`src/hw/capture_defs.svh`:
```
// Offsets, field positions, reset values and counts of the two-channel capture unit.
// Assumes a word-addressed register index; the bus byte address is four times it.
`ifndef CAPTURE_DEFS_SVH
`define CAPTURE_DEFS_SVH

// Register indices (byte address = index * 4)
`define CAP1_FIFO_IDX   10'h140
`define CAP1_CTRL_IDX   10'h142
`define CAP2_FIFO_IDX   10'h144
`define CAP2_CTRL_IDX   10'h146
`define CAP_IRQ_IDX     10'h148

// Control register fields
`define CTL_MODE_LSB    0
`define CTL_BNE_BIT     3
`define CTL_OV_BIT      4
`define CTL_ICI_LSB     5
`define CTL_TMR_BIT     7
`define CTL_SIDL_BIT    13
`define CTL_RESET       16'h0000

// Interrupt register fields
`define IRQ_FLAG_LSB    0
`define IRQ_EN_LSB      8

// Capture geometry
`define CAP_WIDTH       16
`define CAP_DEPTH       4

// Prescaler terminal counts (every 4th and 16th rising edge)
`define PRESC4_LAST     4'h3
`define PRESC16_LAST    4'hf

// AXI responses
`define RESP_OKAY       2'h0
`define RESP_SLVERR     2'h2

`endif

```
`src/hw/capture_pkg.sv`:
```
// Types shared by the capture unit and its buffer.
// Assumes capture_defs.svh supplies the widths.
`include "capture_defs.svh"

package capture_pkg;

  // Capture trigger selection
  typedef enum logic [2:0] {
    MODE_OFF        = 3'h0,
    MODE_EVERY_EDGE = 3'h1,
    MODE_FALL       = 3'h2,
    MODE_RISE       = 3'h3,
    MODE_RISE4      = 3'h4,
    MODE_RISE16     = 3'h5,
    MODE_RSVD       = 3'h6,
    MODE_IRQ_ONLY   = 3'h7
  } mode_e;

  // Write channel phase, Gray along idle, part, response
  typedef enum logic [1:0] {
    WR_IDLE = 2'h0,
    WR_PART = 2'h1,
    WR_RESP = 2'h3
  } wr_state_e;

  // Read channel phase
  typedef enum logic {
    RD_IDLE = 1'b0,
    RD_RESP = 1'b1
  } rd_state_e;

  // Processor power state and timer run flags
  typedef struct packed {
    logic cpu_sleep;
    logic cpu_idle;
    logic timebase_a_on;
    logic timebase_b_on;
  } power_s;

  // Per-channel state
  typedef struct packed {
    mode_e       capture_mode_select;
    logic [1:0]  events_per_interrupt;
    logic        timebase_select;
    logic        stop_in_idle;
    logic        capture_overflow;
    logic        lock;
    logic        pin_q;
    logic [3:0]  presc;
    logic [1:0]  icnt;
    logic        capture_irq_flag;
    logic        capture_irq_enable;
  } chan_s;

  // Whole state of the top module
  typedef struct packed {
    wr_state_e   wr_st;
    logic        aw_got;
    logic        w_got;
    logic [9:0]  aw_idx;
    logic [31:0] wdata;
    logic [3:0]  wstrb;
    logic        awready;
    logic        wready;
    logic        bvalid;
    logic [1:0]  bresp;
    rd_state_e   rd_st;
    logic        arready;
    logic        rvalid;
    logic [31:0] rdata;
    logic [1:0]  rresp;
    chan_s [1:0] ch;
    logic [1:0]  irq_req;
    logic        wake;
  } top_s;

endpackage : capture_pkg

```
`src/hw/capture_fifo.sv`:
```
// Shift-forward FIFO with valid/ready on both sides.
// Assumes one clock and a synchronous active-low reset.
`timescale 1ns/1ps

module capture_fifo
  import capture_pkg::*;
#(
  parameter int WIDTH = 16,
  parameter int DEPTH = 16
)
(
  // Clock and reset
  input  wire logic             aclk,
  input  wire logic             aresetn,
  // Fill side
  input  wire logic             in_valid,
  output logic                  in_ready,
  input  wire logic [WIDTH-1:0] in_data,
  // Drain side
  output logic                  out_valid,
  input  wire logic             out_ready,
  output logic [WIDTH-1:0]      out_data
);

  localparam int CW = $clog2(DEPTH + 1);

  // Storage and fill level
  typedef struct packed {
    logic [DEPTH-1:0][WIDTH-1:0] mem;
    logic [CW-1:0]               count;
  } fifo_s;

  fifo_s st_reg;   // Registered state
  fifo_s st_next;  // Next state
  logic  push;     // Entry accepted
  logic  pop;      // Entry removed

  // Honest flags straight from the fill level
  assign in_ready  = (st_reg.count != CW'(DEPTH));
  assign out_valid = (st_reg.count != '0);
  assign out_data  = st_reg.mem[0];
  assign push      = in_valid & in_ready;
  assign pop       = out_valid & out_ready;

  ////////////////////////////////////////////////////////////////////////////////
  // Next state: oldest entry always sits at index 0
  always_comb
  begin
    st_next = st_reg;
    // Pop advances every entry one place
    if (pop)
    begin
      for (int i = 0; i < DEPTH - 1; i++)
      begin
        st_next.mem[i] = st_reg.mem[i+1];
      end
    end
    // Push lands behind the last live entry
    if (push)
    begin
      st_next.mem[CW'(st_reg.count - CW'(pop))] = in_data;
    end
    st_next.count = CW'(st_reg.count + CW'(push) - CW'(pop));
  end

  // State register
  always_ff @(posedge aclk)
  begin
    if (!aresetn)
    begin
      st_reg <= '0;
    end
    else
    begin
      st_reg <= st_next;
    end
  end

endmodule : capture_fifo

```
`src/hw/input_capture_two_channel.sv`:
```
// Two-channel input capture unit with an AXI4-Lite register slave.
// Assumes pins, time bases and power flags are synchronous to aclk.
`timescale 1ns/1ps
`include "capture_defs.svh"

// Contract
// - Mode field picks the capture trigger edge
// - Prescaler cleared when off or reset
// - Each channel buffers four 16-bit captures
// - Not-empty set until buffer fully read
// - Read gives oldest, shifts the rest
// - Capture into full buffer sets overflow
// - After overflow ignore events until emptied
// - Bit 7 selects time base, B default
// - Every-edge mode: flag each edge, no overflow
// - Mode 111 with enable wakes the device
// - Sleep: only mode 111 interrupt works
// - Idle capture needs timer on, stop-in-idle clear
// - Mode 111 in idle stores nothing
// - Bits 6:5 set events per interrupt
// - Per-channel flag, request only when enabled
// - Exactly two channels with own registers
module input_capture_two_channel
  import capture_pkg::*;
#(
  parameter int CAP_DEPTH = `CAP_DEPTH
)
(
  // Clock and reset
  input  wire logic        aclk,
  input  wire logic        aresetn,
  // AXI4-Lite write address
  input  wire logic [11:0] s_axi_awaddr,
  input  wire logic        s_axi_awvalid,
  output logic             s_axi_awready,
  // AXI4-Lite write data
  input  wire logic [31:0] s_axi_wdata,
  input  wire logic [3:0]  s_axi_wstrb,
  input  wire logic        s_axi_wvalid,
  output logic             s_axi_wready,
  // AXI4-Lite write response
  output logic [1:0]       s_axi_bresp,
  output logic             s_axi_bvalid,
  input  wire logic        s_axi_bready,
  // AXI4-Lite read address
  input  wire logic [11:0] s_axi_araddr,
  input  wire logic        s_axi_arvalid,
  output logic             s_axi_arready,
  // AXI4-Lite read data
  output logic [31:0]      s_axi_rdata,
  output logic [1:0]       s_axi_rresp,
  output logic             s_axi_rvalid,
  input  wire logic        s_axi_rready,
  // Capture pins and time bases
  input  wire logic [1:0]  capture_pin,
  input  wire logic [15:0] timebase_a,
  input  wire logic [15:0] timebase_b,
  input  wire power_s      power,
  // Interrupt and wake outputs
  output logic [1:0]       capture_irq_flag,
  output logic [1:0]       capture_irq,
  output logic             wake_req
);

  top_s s_reg;   // Registered state
  top_s s_next;  // Next state

  // Per-channel derived terms
  logic [1:0]       rise;          // Rising edge on the pin
  logic [1:0]       fall;          // Falling edge on the pin
  logic [1:0]       run_ok;        // Power state lets capture run
  logic [1:0]       edge_hit;      // Edge matches the mode
  logic [1:0]       presc_last;    // Prescaler at its terminal count
  logic [1:0]       cap_evt;       // Qualified capture event
  logic [1:0]       irq_only_evt;  // Interrupt-only event
  logic [1:0]       push;          // Offer to the buffer
  logic [1:0]       in_rdy;        // Buffer has room
  logic [1:0]       out_vld;       // Buffer holds data
  logic [1:0]       pop;           // Drain strobe from a read
  logic [1:0]       ovf;           // Event lost to a full buffer
  logic [1:0][15:0] stamp;         // Selected time base value
  logic [1:0][15:0] head;          // Oldest buffered value

  // Outputs straight from the state register
  assign s_axi_awready    = s_reg.awready;
  assign s_axi_wready     = s_reg.wready;
  assign s_axi_bvalid     = s_reg.bvalid;
  assign s_axi_bresp      = s_reg.bresp;
  assign s_axi_arready    = s_reg.arready;
  assign s_axi_rvalid     = s_reg.rvalid;
  assign s_axi_rdata      = s_reg.rdata;
  assign s_axi_rresp      = s_reg.rresp;
  assign capture_irq_flag = {s_reg.ch[1].capture_irq_flag, s_reg.ch[0].capture_irq_flag};
  assign capture_irq      = s_reg.irq_req;
  assign wake_req         = s_reg.wake;

  ////////////////////////////////////////////////////////////////////////////////
  // Per-channel event qualification and buffers
  for (genvar i = 0; i < 2; i++)
  begin : g_chan
    // Edge detect against last cycle's pin level
    assign rise[i] = capture_pin[i] & ~s_reg.ch[i].pin_q;
    assign fall[i] = ~capture_pin[i] & s_reg.ch[i].pin_q;

    // Sleep stops capture; idle needs the chosen timer and stop-in-idle low
    assign run_ok[i] = ~power.cpu_sleep &
                       ~(power.cpu_idle & (s_reg.ch[i].stop_in_idle |
                         ~(s_reg.ch[i].timebase_select ? power.timebase_a_on
                                                       : power.timebase_b_on)));

    // Trigger edge per mode
    always_comb
    begin
      edge_hit[i]   = 1'b0;
      presc_last[i] = 1'b1;
      case (s_reg.ch[i].capture_mode_select)
        MODE_EVERY_EDGE: edge_hit[i] = rise[i] | fall[i];
        MODE_FALL:       edge_hit[i] = fall[i];
        MODE_RISE:       edge_hit[i] = rise[i];
        MODE_RISE4:
        begin
          edge_hit[i]   = rise[i];
          presc_last[i] = (s_reg.ch[i].presc == `PRESC4_LAST);
        end
        MODE_RISE16:
        begin
          edge_hit[i]   = rise[i];
          presc_last[i] = (s_reg.ch[i].presc == `PRESC16_LAST);
        end
        default:         edge_hit[i] = 1'b0;  // Off, reserved, interrupt-only
      endcase
    end

    assign cap_evt[i]      = run_ok[i] & edge_hit[i] & presc_last[i];
    // Interrupt-only mode works in every power state, timer or not
    assign irq_only_evt[i] = (s_reg.ch[i].capture_mode_select == MODE_IRQ_ONLY) & rise[i];
    // Locked channel stays deaf until its buffer is empty
    assign push[i]         = cap_evt[i] & ~s_reg.ch[i].lock;
    assign ovf[i]          = push[i] & ~in_rdy[i] &
                             (s_reg.ch[i].capture_mode_select != MODE_EVERY_EDGE);
    // Timer B when the select bit is clear
    assign stamp[i]        = s_reg.ch[i].timebase_select ? timebase_a : timebase_b;

    // Four-deep buffer; a full buffer refuses and the event is dropped
    capture_fifo #(
      .WIDTH (`CAP_WIDTH),
      .DEPTH (CAP_DEPTH)
    ) u_fifo (
      .aclk      (aclk),
      .aresetn   (aresetn),
      .in_valid  (push[i]),
      .in_ready  (in_rdy[i]),
      .in_data   (stamp[i]),
      .out_valid (out_vld[i]),
      .out_ready (pop[i]),
      .out_data  (head[i])
    );
  end

  ////////////////////////////////////////////////////////////////////////////////
  // Control word as software sees it
  function automatic logic [31:0] ctrl_word(input chan_s c, input logic bne);
    logic [31:0] w;
    w = '0;
    w[`CTL_MODE_LSB +: 3]   = c.capture_mode_select;
    w[`CTL_BNE_BIT]         = bne;
    w[`CTL_OV_BIT]          = c.capture_overflow;
    w[`CTL_ICI_LSB +: 2]    = c.events_per_interrupt;
    w[`CTL_TMR_BIT]         = c.timebase_select;
    w[`CTL_SIDL_BIT]        = c.stop_in_idle;
    return w;
  endfunction : ctrl_word

  // Control write with byte lanes; status bits are read-only
  function automatic chan_s ctrl_write(input chan_s c, input logic [31:0] d,
                                       input logic [3:0] be);
    chan_s r;
    r = c;
    if (be[0])
    begin
      r.capture_mode_select  = mode_e'(d[`CTL_MODE_LSB +: 3]);
      r.events_per_interrupt = d[`CTL_ICI_LSB +: 2];
      r.timebase_select      = d[`CTL_TMR_BIT];
    end
    if (be[1])
    begin
      r.stop_in_idle = d[`CTL_SIDL_BIT];
    end
    return r;
  endfunction : ctrl_write

  ////////////////////////////////////////////////////////////////////////////////
  // Next state: bus slave first, then hardware events so a set beats a clear
  always_comb
  begin
    logic        aw_hs;
    logic        w_hs;
    logic        have_aw;
    logic        have_w;
    logic [9:0]  widx;
    logic [31:0] wd;
    logic [3:0]  ws;
    logic [9:0]  ridx;
    logic        hit;
    aw_hs   = s_axi_awvalid & s_reg.awready;
    w_hs    = s_axi_wvalid & s_reg.wready;
    have_aw = s_reg.aw_got | aw_hs;
    have_w  = s_reg.w_got | w_hs;
    widx    = aw_hs ? s_axi_awaddr[11:2] : s_reg.aw_idx;
    wd      = w_hs ? s_axi_wdata : s_reg.wdata;
    ws      = w_hs ? s_axi_wstrb : s_reg.wstrb;
    ridx    = s_axi_araddr[11:2];
    hit     = 1'b0;
    s_next  = s_reg;
    pop     = 2'b00;

    // Write address and data taken in either order
    if (aw_hs)
    begin
      s_next.aw_got = 1'b1;
      s_next.aw_idx = s_axi_awaddr[11:2];
    end
    if (w_hs)
    begin
      s_next.w_got = 1'b1;
      s_next.wdata = s_axi_wdata;
      s_next.wstrb = s_axi_wstrb;
    end

    // Write phase machine
    case (s_reg.wr_st)
      WR_IDLE, WR_PART:
      begin
        if (have_aw && have_w)
        begin
          s_next.bvalid = 1'b1;
          s_next.bresp  = `RESP_OKAY;
          s_next.wr_st  = WR_RESP;
          case (widx)
            `CAP1_CTRL_IDX: s_next.ch[0] = ctrl_write(s_reg.ch[0], wd, ws);
            `CAP2_CTRL_IDX: s_next.ch[1] = ctrl_write(s_reg.ch[1], wd, ws);
            `CAP1_FIFO_IDX, `CAP2_FIFO_IDX: hit = 1'b1;  // Read-only, write dropped
            `CAP_IRQ_IDX:
            begin
              // Flags clear by writing one; enables are plain bits
              for (int i = 0; i < 2; i++)
              begin
                if (ws[0] && wd[`IRQ_FLAG_LSB + i])
                begin
                  s_next.ch[i].capture_irq_flag = 1'b0;
                end
                if (ws[1])
                begin
                  s_next.ch[i].capture_irq_enable = wd[`IRQ_EN_LSB + i];
                end
              end
            end
            default: s_next.bresp = `RESP_SLVERR;  // Unmapped address
          endcase
        end
        else if (have_aw || have_w)
        begin
          s_next.wr_st = WR_PART;
        end
      end
      WR_RESP:
      begin
        // Release both channels once the response is taken
        if (s_axi_bready)
        begin
          s_next.bvalid = 1'b0;
          s_next.aw_got = 1'b0;
          s_next.w_got  = 1'b0;
          s_next.wr_st  = WR_IDLE;
        end
      end
      default: s_next.wr_st = WR_IDLE;
    endcase
    s_next.awready = ~s_next.aw_got;
    s_next.wready  = ~s_next.w_got;

    // Read phase machine; a buffer read pops its oldest entry
    case (s_reg.rd_st)
      RD_IDLE:
      begin
        if (s_axi_arvalid && s_reg.arready)
        begin
          s_next.rvalid  = 1'b1;
          s_next.arready = 1'b0;
          s_next.rd_st   = RD_RESP;
          s_next.rresp   = `RESP_OKAY;
          s_next.rdata   = '0;
          case (ridx)
            `CAP1_FIFO_IDX:
            begin
              // Empty read returns zero and pops nothing
              s_next.rdata = {16'h0000, out_vld[0] ? head[0] : 16'h0000};
              pop[0]       = out_vld[0];
            end
            `CAP2_FIFO_IDX:
            begin
              s_next.rdata = {16'h0000, out_vld[1] ? head[1] : 16'h0000};
              pop[1]       = out_vld[1];
            end
            `CAP1_CTRL_IDX: s_next.rdata = ctrl_word(s_reg.ch[0], out_vld[0]);
            `CAP2_CTRL_IDX: s_next.rdata = ctrl_word(s_reg.ch[1], out_vld[1]);
            `CAP_IRQ_IDX:
            begin
              for (int i = 0; i < 2; i++)
              begin
                s_next.rdata[`IRQ_FLAG_LSB + i] = s_reg.ch[i].capture_irq_flag;
                s_next.rdata[`IRQ_EN_LSB + i]   = s_reg.ch[i].capture_irq_enable;
              end
            end
            default: s_next.rresp = `RESP_SLVERR;  // Unmapped address
          endcase
        end
        else
        begin
          s_next.arready = 1'b1;
        end
      end
      RD_RESP:
      begin
        if (s_axi_rready)
        begin
          s_next.rvalid  = 1'b0;
          s_next.arready = 1'b1;
          s_next.rd_st   = RD_IDLE;
        end
      end
      default: s_next.rd_st = RD_IDLE;
    endcase

    // Channel events after software writes, so hardware sets win
    s_next.wake = 1'b0;
    for (int i = 0; i < 2; i++)
    begin
      s_next.ch[i].pin_q = capture_pin[i];
      // Prescaler: cleared while off, counts qualifying rising edges
      if (s_next.ch[i].capture_mode_select == MODE_OFF)
      begin
        s_next.ch[i].presc = 4'h0;
        s_next.ch[i].icnt  = 2'h0;
      end
      else if (run_ok[i] && rise[i] &&
               (s_reg.ch[i].capture_mode_select == MODE_RISE4 ||
                s_reg.ch[i].capture_mode_select == MODE_RISE16))
      begin
        s_next.ch[i].presc = presc_last[i] ? 4'h0 : 4'(s_reg.ch[i].presc + 4'h1);
      end
      // Overflow locks the channel; an emptied buffer releases it
      if (ovf[i])
      begin
        s_next.ch[i].capture_overflow = 1'b1;
        s_next.ch[i].lock             = 1'b1;
      end
      else if (s_reg.ch[i].lock && !out_vld[i])
      begin
        s_next.ch[i].capture_overflow = 1'b0;
        s_next.ch[i].lock             = 1'b0;
      end
      // Interrupt flag: every event in every-edge and interrupt-only modes
      if ((cap_evt[i] && s_reg.ch[i].capture_mode_select == MODE_EVERY_EDGE) ||
          irq_only_evt[i])
      begin
        s_next.ch[i].capture_irq_flag = 1'b1;
      end
      else if (push[i] && in_rdy[i])
      begin
        // Count stored captures against the events-per-interrupt code
        if (s_reg.ch[i].icnt == s_reg.ch[i].events_per_interrupt)
        begin
          s_next.ch[i].capture_irq_flag = 1'b1;
          s_next.ch[i].icnt             = 2'h0;
        end
        else
        begin
          s_next.ch[i].icnt = 2'(s_reg.ch[i].icnt + 2'h1);
        end
      end
      // Wake from sleep or idle on an enabled interrupt-only event
      if (irq_only_evt[i] && s_reg.ch[i].capture_irq_enable &&
          (power.cpu_sleep || power.cpu_idle))
      begin
        s_next.wake = 1'b1;
      end
      // Request only while the channel's enable is set
      s_next.irq_req[i] = s_next.ch[i].capture_irq_flag &
                          s_next.ch[i].capture_irq_enable;
    end
  end

  // State register; synchronous reset clears prescalers and selects timer B
  always_ff @(posedge aclk)
  begin
    if (!aresetn)
    begin
      s_reg <= '0;
    end
    else
    begin
      s_reg <= s_next;
    end
  end

endmodule : input_capture_two_channel

```
`config.mk`:
```
export PLATFORM = sky130hd
export DESIGN_NAME = input_capture_two_channel
export DESIGN_NICKNAME = d
export VERILOG_FILES = /design/src/hw/capture_pkg.sv /design/src/hw/capture_fifo.sv /design/src/hw/input_capture_two_channel.sv
export VERILOG_INCLUDE_DIRS = /design/src /design/src/hw
export SDC_FILE = /design/constraint.sdc
export NUM_CORES = 1
export LEC_CHECK = 0
export BUFFER_PORTS_ARGS = -buffer_cell sky130_fd_sc_hd__buf_4
export CORE_MARGIN = 2
export CORE_UTILIZATION = 45
export CTS_BUF_LIST = sky130_fd_sc_hd__clkbuf_16
export DETAILED_ROUTE_END_ITERATION = 8
export GPL_TIMING_DRIVEN = 0
export MAX_ROUTING_LAYER = met4
export PLACE_DENSITY = 0.72
export SETUP_SLACK_MARGIN = 0.5
export SLEW_MARGIN = 40
export SYNTH_ARGS = -nofsm -noshare
export SYNTH_HDL_FRONTEND = slang
export SYNTH_SLANG_ARGS = --single-unit
export TNS_END_PERCENT = 100
```
`constraint.sdc`:
```
create_clock -name aclk -period 8.32 [get_ports aclk]
set_input_delay 1.664 -clock aclk [delete_from_list [all_inputs] [get_ports aclk]]
set_output_delay 1.664 -clock aclk [all_outputs]
set_load 0.01 [all_outputs]
```
# Word-level counts from Yosys, hierarchy flattened
# Cells that the tools add are included.
[totals]
register_bits = 245
input_bits = 105
out_inout_bits = 46
[op_classes]
addsub = 10
magnitude_cmp = 4
n_eq_ne = 39
n_mux = 84
n_bitwise = 51
reduce_logical = 52
[op_table]
columns = ["operator", "count"]
rows = [
  ["$mux W48", 4],
  ["$bwmux W64", 2],
  ["$mux W16", 8],
  ["$eq A10 B9 Y1 const B", 10],
  ["$mux W36", 2],
  ["$demux W16 S2", 2],
  ["$pmux W6 S4", 2],
  ["$mux W2", 20],
  ["$mux W35", 1],
  ["$and A1 B1 Y1", 28],
  ["$mux W1", 21],
  ["$logic_and A1 B1 Y1", 20],
  ["$mux W4", 5],
  ["$eq A3 B3 Y1 const B", 6],
  ["$not A1 Y1", 17],
  ["$reduce_and A4 Y1", 4],
  ["$mux W14", 1],
  ["$eq A3 B2 Y1 const B", 4],
  ["$mux W3", 4],
  ["$mux W6", 2],
  ["$sub A3 B1 Y3", 4],
  ["$mux W10", 1],
  ["$pmux W2 S5", 1],
  ["$reduce_or A5 Y1", 2],
  ["other kinds (30)", 69],
]

# Longest topological paths before layout
[depth]
depth_word = 13
ltp_mapped = 17
depth_no_buf = 12

# Hierarchy
# From an unflattened synthesis, not the netlist that was laid out.
[hier_totals]
hier_cells = 1286
hier_area_um2 = 11317.1
[by_module_without_submodules]
columns = ["module", "n_inst", "cells_each", "area_per_inst_um2", "seq_area_each_um2"]
rows = [
  ["capture_fifo", 2, 353, 3103.0, 1341.3],
  ["input_capture_two_channel", 1, 580, 5111.2, 1721.7],
]

# Worst setup path after synthesis
# OpenSTA, ideal clock, no wires.
[synth_path]
kind = "input to register"
from = "in s_axi_araddr[7]"
to = "reg g_chan[0].u_fifo.st_reg[66] in the netlist's numbering"
setup_time_ps = 70
arrival_ps = 4440
required_ps = 8250
slack_ps = 3809
stages = 14
cell_sequence = "or4b_4 -> nor3_4 -> nand3_1 -> inv_2 -> buf_2 -> ha_1 -> inv_1 -> ha_1 -> nand3b_1 -> nor4_1 -> nand3_1 -> clkbuf_1 -> or2_2 -> a21oi_1"
[synth_via]
elab_chain_cells = 11
[synth_lines]
columns = ["item", "line", "source"]
rows = [
  ["start: declaration", "input_capture_two_channel.sv:46", "input wire logic [11:0] s_axi_araddr,"],
  ["$eq A10 B9 Y1 *", "input_capture_two_channel.sv:293", "case (ridx)"],
  ["$mux W1 *", "input_capture_two_channel.sv:293", ""],
  ["$mux W2 *", "input_capture_two_channel.sv:286", "if (s_axi_arvalid && s_reg.arready)"],
  ["$mux W2 *", "input_capture_two_channel.sv:283", "case (s_reg.rd_st)"],
  ["$and A1 B1 Y1 *", "capture_fifo.sv:43", "assign pop = out_valid & out_ready;"],
  ["$sub A3 B1 Y3 *", "capture_fifo.sv:61", "st_next.mem[CW'(st_reg.count - CW'(pop))] = in_data;"],
  ["$ge A3 B1 Y1 (implied by the code) / $lt A3 B3 Y1 (equally long branches)", "capture_fifo.sv:61", ""],
  ["$logic_and A1 B1 Y1 (implied by the code)", "capture_fifo.sv:61", ""],
  ["$mux W16 (implied by the code)", "capture_fifo.sv:61", ""],
  ["$demux W16 S2 *", "n/a", ""],
  ["$bwmux W64 *", "capture_fifo.sv:61", ""],
  ["end signal: assignment", "capture_fifo.sv:75", "st_reg <= st_next;"],
  ["end: declaration", "capture_fifo.sv:33", "fifo_s st_reg;"],
]
# Every way passes the cells marked *; elsewhere a longest branch is shown, timed or not.
# A chain may end at the register's enable or synchronous reset.

# Final worst setup path
# Ends and elaborated chain as after synthesis.

==> impl_metrics.py <==
metrics = {
    "clock_network": {
        "clk_pin_slew_ns": 0.06,
        "worstSkewPairLatency_ns": 0.54,
        "max-clock-path-buffers": 3,
        "post_cts.resized_instances": 0,
        "htree_num_levels": 1,
        "cts_post_setup_buffers_inserted": 0,
        "cts.hold.buffers_added": 0,
        "clock_sink_count": 220,
        "cts_tree": "done",
        "cts_made_buffers": 24,
        "ctsRootBufferMaster": "sky130_fd_sc_hd__clkbuf_16",
    },
    "synth": {
        "ys_types": 68,
        "combinational_family_with_the_most_area_after_synthesis": "compound AO/OA/AOI/OAI gates",
        "syn-instance-count": 1263,
        "yosys.cell_count.top_type": "sky130_fd_sc_hd__nand2_1",
        "async_flop_share_pct": 0,
        "synth_top_flop_cell": "sky130_fd_sc_hd__dfxtp_1",
        "commonest_cells_in_the_netlist": "256 x sky130_fd_sc_hd__nand2_1, 220 x sky130_fd_sc_hd__dfxtp_1, 72 x sky130_fd_sc_hd__nor2_1",
        "synth.area.mux_share_pct": 7.328,
        "synth_top_area_share_pct": 40.11,
        "synth_fa_ha_area_share_pct": 2.188,
        "synth_top_cell_by_area": "sky130_fd_sc_hd__dfxtp_1",
        "synth-compound-area-share_pct": 21.96,
        "synth.ff_latch_count": 220,
        "syn_area_um2": 10980,
        "ys_warn_count": 0,
        "synth_edf_count": 0,
        "synth.area.top_cells": "sky130_fd_sc_hd__dfxtp_1 40%, sky130_fd_sc_hd__nand2_1 8.8%, sky130_fd_sc_hd__a221oi_2 5.9%, sky130_fd_sc_hd__mux2i_1 5.4%, sky130_fd_sc_hd__buf_4 3.4%",
        "synth_sequential_area_ratio_pct": 40.11,
        "synth-xor-area-share_pct": 0.8775,
        "synth_simple_gate_area_share_pct": 19.54,
        "synth_area_per_cell_um2": 8.693,
    },
    "worst_setup_path": {
        "path_length_in_cells_of_the_critical_path": 15,
        "timing.critical_path.to_type": "flop",
        "crit_path_end": "g_chan[0].u_fifo.st_reg[66]",
        "worst-setup-path-type": "in2reg",
        "r2r_slack_ns": 4.51,
        "slowest_stage": "sky130_fd_sc_hd__or4b_4",
        "critical_path.max_fanout": 11,
        "worstRegToRegCells": 15,
        "arrival_ns": 5.29,
        "crit_reg_reg_startpoint": "g_chan[0].u_fifo.st_reg[2]",
        "critical_path.cell_chain": "buf_4 -> or4b_4 -> nor3_4 -> nand3_1 -> inv_2 -> buf_2 -> ha_1 -> inv_1 -> ha_1 -> nand3b_1 -> nor4_1 -> nand3_1 -> clkbuf_1 -> or2_2 -> a21oi_1",
        "timing.critical_path.required_ns": 8.77,
        "critical_path.reg2reg.endpoint": "g_chan[0].u_fifo.st_reg[66]",
        "sum_of_buffers_and_inverters_on_the_critical_path": 5,
        "crit_family": "simple AND/OR/NAND/NOR gates",
        "critical_path.startpoint_type": "input pin",
        "startpoint": "s_axi_araddr[7]",
        "cpPeakStageDelay_ns": 0.59,
    },
    "place": {
        "gp_congestion": 0.9326,
        "half_perimeter_wire_length_of_the_detailed_placement_result_mm": 23.52,
        "placement.setup.worst_slack_ns": 2.959,
        "placed_cells": 1706,
        "port_buffers": 102,
    },
    "pwr": {
        "worst_vdd_drop_uv": 109.7,
        "fin_total_pwr_mw": 2.168,
        "total_leakage_power_nw": 4.794,
        "power.density_cell_area_nw_per_um2": 168.0,
    },
    "timing": {
        "setup_viol": 0,
        "finalCritPeriodShare_pct": 58.26,
        "clock.fmax_ghz": 0.2063,
        "max-slew-margin-rel_pct": 37.47,
        "max_slew.worst_pin.slew_ns": 0.9118,
        "final-max-slew-violation-count": 0,
        "final.hold.worst_slack_ns": 0.4503,
        "fin_skew_ns": 0.03222,
        "timing.setup.tns_ns": 0,
        "unrepaired_setup_endpoints_after_global_routing": "false",
        "setup_ws_ns": 3.473,
        "final_hold_violating_endpoints": 0,
        "post-route-min-period_ns": 4.847,
    },
    "detailed_routing": {
        "route.detailed.vias_per_inst": 5.497,
        "post-route-drc-count": 0,
        "antenna_violating_nets_post_route": 0,
        "routedWlPerCell_um": 17.72,
        "drtIter0Drc": 687,
        "number_of_iterations_in_the_first_detailed_routing_pass": 5,
        "dr_total_vias": 9592,
        "drt_wl_total_mm": 30.92,
    },
    "floorplanning": {
        "die_w_um": 160.2,
        "die_h_um": 160.2,
        "placeableCoreArea_um2": 24110,
        "row_count": 57,
        "die_area_um2": 25660,
        "starting_density_pct": 45.55,
        "count_of_pins_on_the_block_boundary": 151,
    },
    "global_routing": {
        "grt_pass1_wl_mm": 49.30,
        "grt_util_met1_pct": 31.31,
        "grt.total_usage_pct": 24.34,
        "grt_use_met2_pct": 38.96,
        "globalRouteOverflowTotal": 0,
        "grt_use_met3_pct": 3.091,
        "grt_antenna_before_repair": 0,
        "grt_busiest_layer": "met2",
        "vias_in_the_first_global_route": 9234,
        "grt_start_max_net_pins": 13,
    },
    "layout": {
        "layout-drive-gt1-share_pct": 22.87,
        "final_cell_count_no_fill": 1745,
        "area.growth.synth_to_final_pct": 17.49,
        "post_layout_net_count": 1531,
        "max_ffs_per_register": 102,
        "filler_cells": 2340,
        "antennaDiodeCount": 0,
    },
    "job": {
        "maxCapViolations": 0,
    },
    "worst_hold_path": {
        "hp-class": "reg2reg",
    },
    "outcome": {
        "status": "complete, no violations",
    },
}
layout by cell type (no fill, tap or decap), types with 8 or more instances in the layout:
| cell | netlist | final |
|---|---|---|
| sky130_fd_sc_hd__a21oi_2 | 28 | 28 |
| sky130_fd_sc_hd__nand2_1 | 256 | 256 |
| sky130_fd_sc_hd__conb_1 | 1 | 18 |
| sky130_fd_sc_hd__mux2_2 | 19 | 19 |
| sky130_fd_sc_hd__buf_6 | 8 | 8 |
| sky130_fd_sc_hd__ha_1 | 16 | 16 |
| sky130_fd_sc_hd__o21ai_0 | 63 | 63 |
| sky130_fd_sc_hd__buf_4 | 49 | 151 |
| sky130_fd_sc_hd__nor3_1 | 16 | 16 |
| sky130_fd_sc_hd__a221oi_1 | 11 | 11 |
| sky130_fd_sc_hd__a21oi_1 | 66 | 66 |
| sky130_fd_sc_hd__and2_1 | 23 | 23 |
| sky130_fd_sc_hd__xnor2_1 | 9 | 9 |
| sky130_fd_sc_hd__a31oi_1 | 54 | 54 |
| sky130_fd_sc_hd__clkbuf_1 | 54 | 54 |
| sky130_fd_sc_hd__nand3b_1 | 11 | 11 |
| sky130_fd_sc_hd__and3_1 | 12 | 12 |
| sky130_fd_sc_hd__nand2b_1 | 8 | 8 |
| sky130_fd_sc_hd__nand3_1 | 13 | 13 |
| sky130_fd_sc_hd__nor2_1 | 72 | 70 |
| sky130_fd_sc_hd__buf_2 | 14 | 14 |
| sky130_fd_sc_hd__a22oi_1 | 10 | 10 |
| sky130_fd_sc_hd__clkbuf_16 | 0 | 24 |
| sky130_fd_sc_hd__o21ai_1 | 10 | 10 |
| sky130_fd_sc_hd__dfxtp_1 | 220 | 220 |
| sky130_fd_sc_hd__mux2i_1 | 59 | 57 |
| sky130_fd_sc_hd__inv_1 | 16 | 24 |
| sky130_fd_sc_hd__or2_2 | 17 | 17 |
| sky130_fd_sc_hd__a221oi_2 | 43 | 43 |
layer usage:
layer,vias to the layer above,wire length (µm)
met5,-,0
met4,0,1251
met3,81,1708
met2,291,14280
met1,4526,13670
li1,4694,-
power breakdown:
| group | internal [mW] | switching (mW) |
|---|---|---|
| Combinational | 0.0609 | 0.0909 |
| Clock | 0.518 | 0.427 |
| Sequential | 1.06 | 0.00705 |
| Total | 1.64 | 0.525 |
worst min path at each step:
stage | from | endpoint | slack (ns) | cells past startpoint
floorplan | s_axi_rdata[13] | s_axi_rdata[13] | 0.43 | 2
global placement | s_reg[126] | s_reg[126] | 0.44 | 2
detailed placement | s_axi_rdata[2] | s_axi_rdata[2] | 0.44 | 1
CTS | g_chan[1].u_fifo.st_reg[51] | g_chan[1].u_fifo.st_reg[35] | 0.45 | 2
global route | s_reg[82] | s_reg[82] | 0.47 | 2
finish | s_reg[126] | s_reg[126] | 0.45 | 2
worst reg2reg max path: stages, from the launching register on:
cell                       delay [ns]
sky130_fd_sc_hd__dfxtp_1         0.30
sky130_fd_sc_hd__clkbuf_1        0.29
sky130_fd_sc_hd__nor3_1          0.16
sky130_fd_sc_hd__nor3_2          0.28
sky130_fd_sc_hd__nand3_1         0.25
sky130_fd_sc_hd__inv_2           0.14
sky130_fd_sc_hd__buf_2           0.29
sky130_fd_sc_hd__ha_1            0.23
sky130_fd_sc_hd__inv_1           0.08
sky130_fd_sc_hd__ha_1            0.36
sky130_fd_sc_hd__nand3b_1        0.12
sky130_fd_sc_hd__nor4_1          0.20
sky130_fd_sc_hd__nand3_1         0.27
sky130_fd_sc_hd__clkbuf_1        0.29
sky130_fd_sc_hd__or2_2           0.34
sky130_fd_sc_hd__a21oi_1         0.14
through the flow:
step / cell area (µm²) / utilization (%)
after floorplan: 11040 / -
after global placement: 12210 / 50.67
after detailed placement: 12220 / 50.68
after CTS: 12890 / 53.47
after global routing: 12900 / 53.51
final: 12900 / 53.51
cells by family after synthesis:
kind of cell	Yosys count
fa+ha+maj	18
xor+xnor	11
flops	220
buf+inv	150
simple gates	465
compound gates	320
other cells	1
mux	78
area by class of cell:
| class | instances | area [µm²] | share of cell area, % |
|---|---|---|---|
| clock buffers | 24 | 600.6 | 4.656 |
| repair buffers | 102 | 765.7 | 5.936 |
| inverters | 19 | 71.32 | 0.5529 |
| flip-flops and latches | 220 | 4404 | 34.14 |
| well taps | 324 | 405.4 | 3.143 |
| plain buffers | 131 | 802.0 | 6.217 |
| multi-input cells | 910 | 5778 | 44.79 |
| clock inverters | 15 | 72.57 | 0.5626 |
No activity file was read; power rests on OpenSTA's default activity.
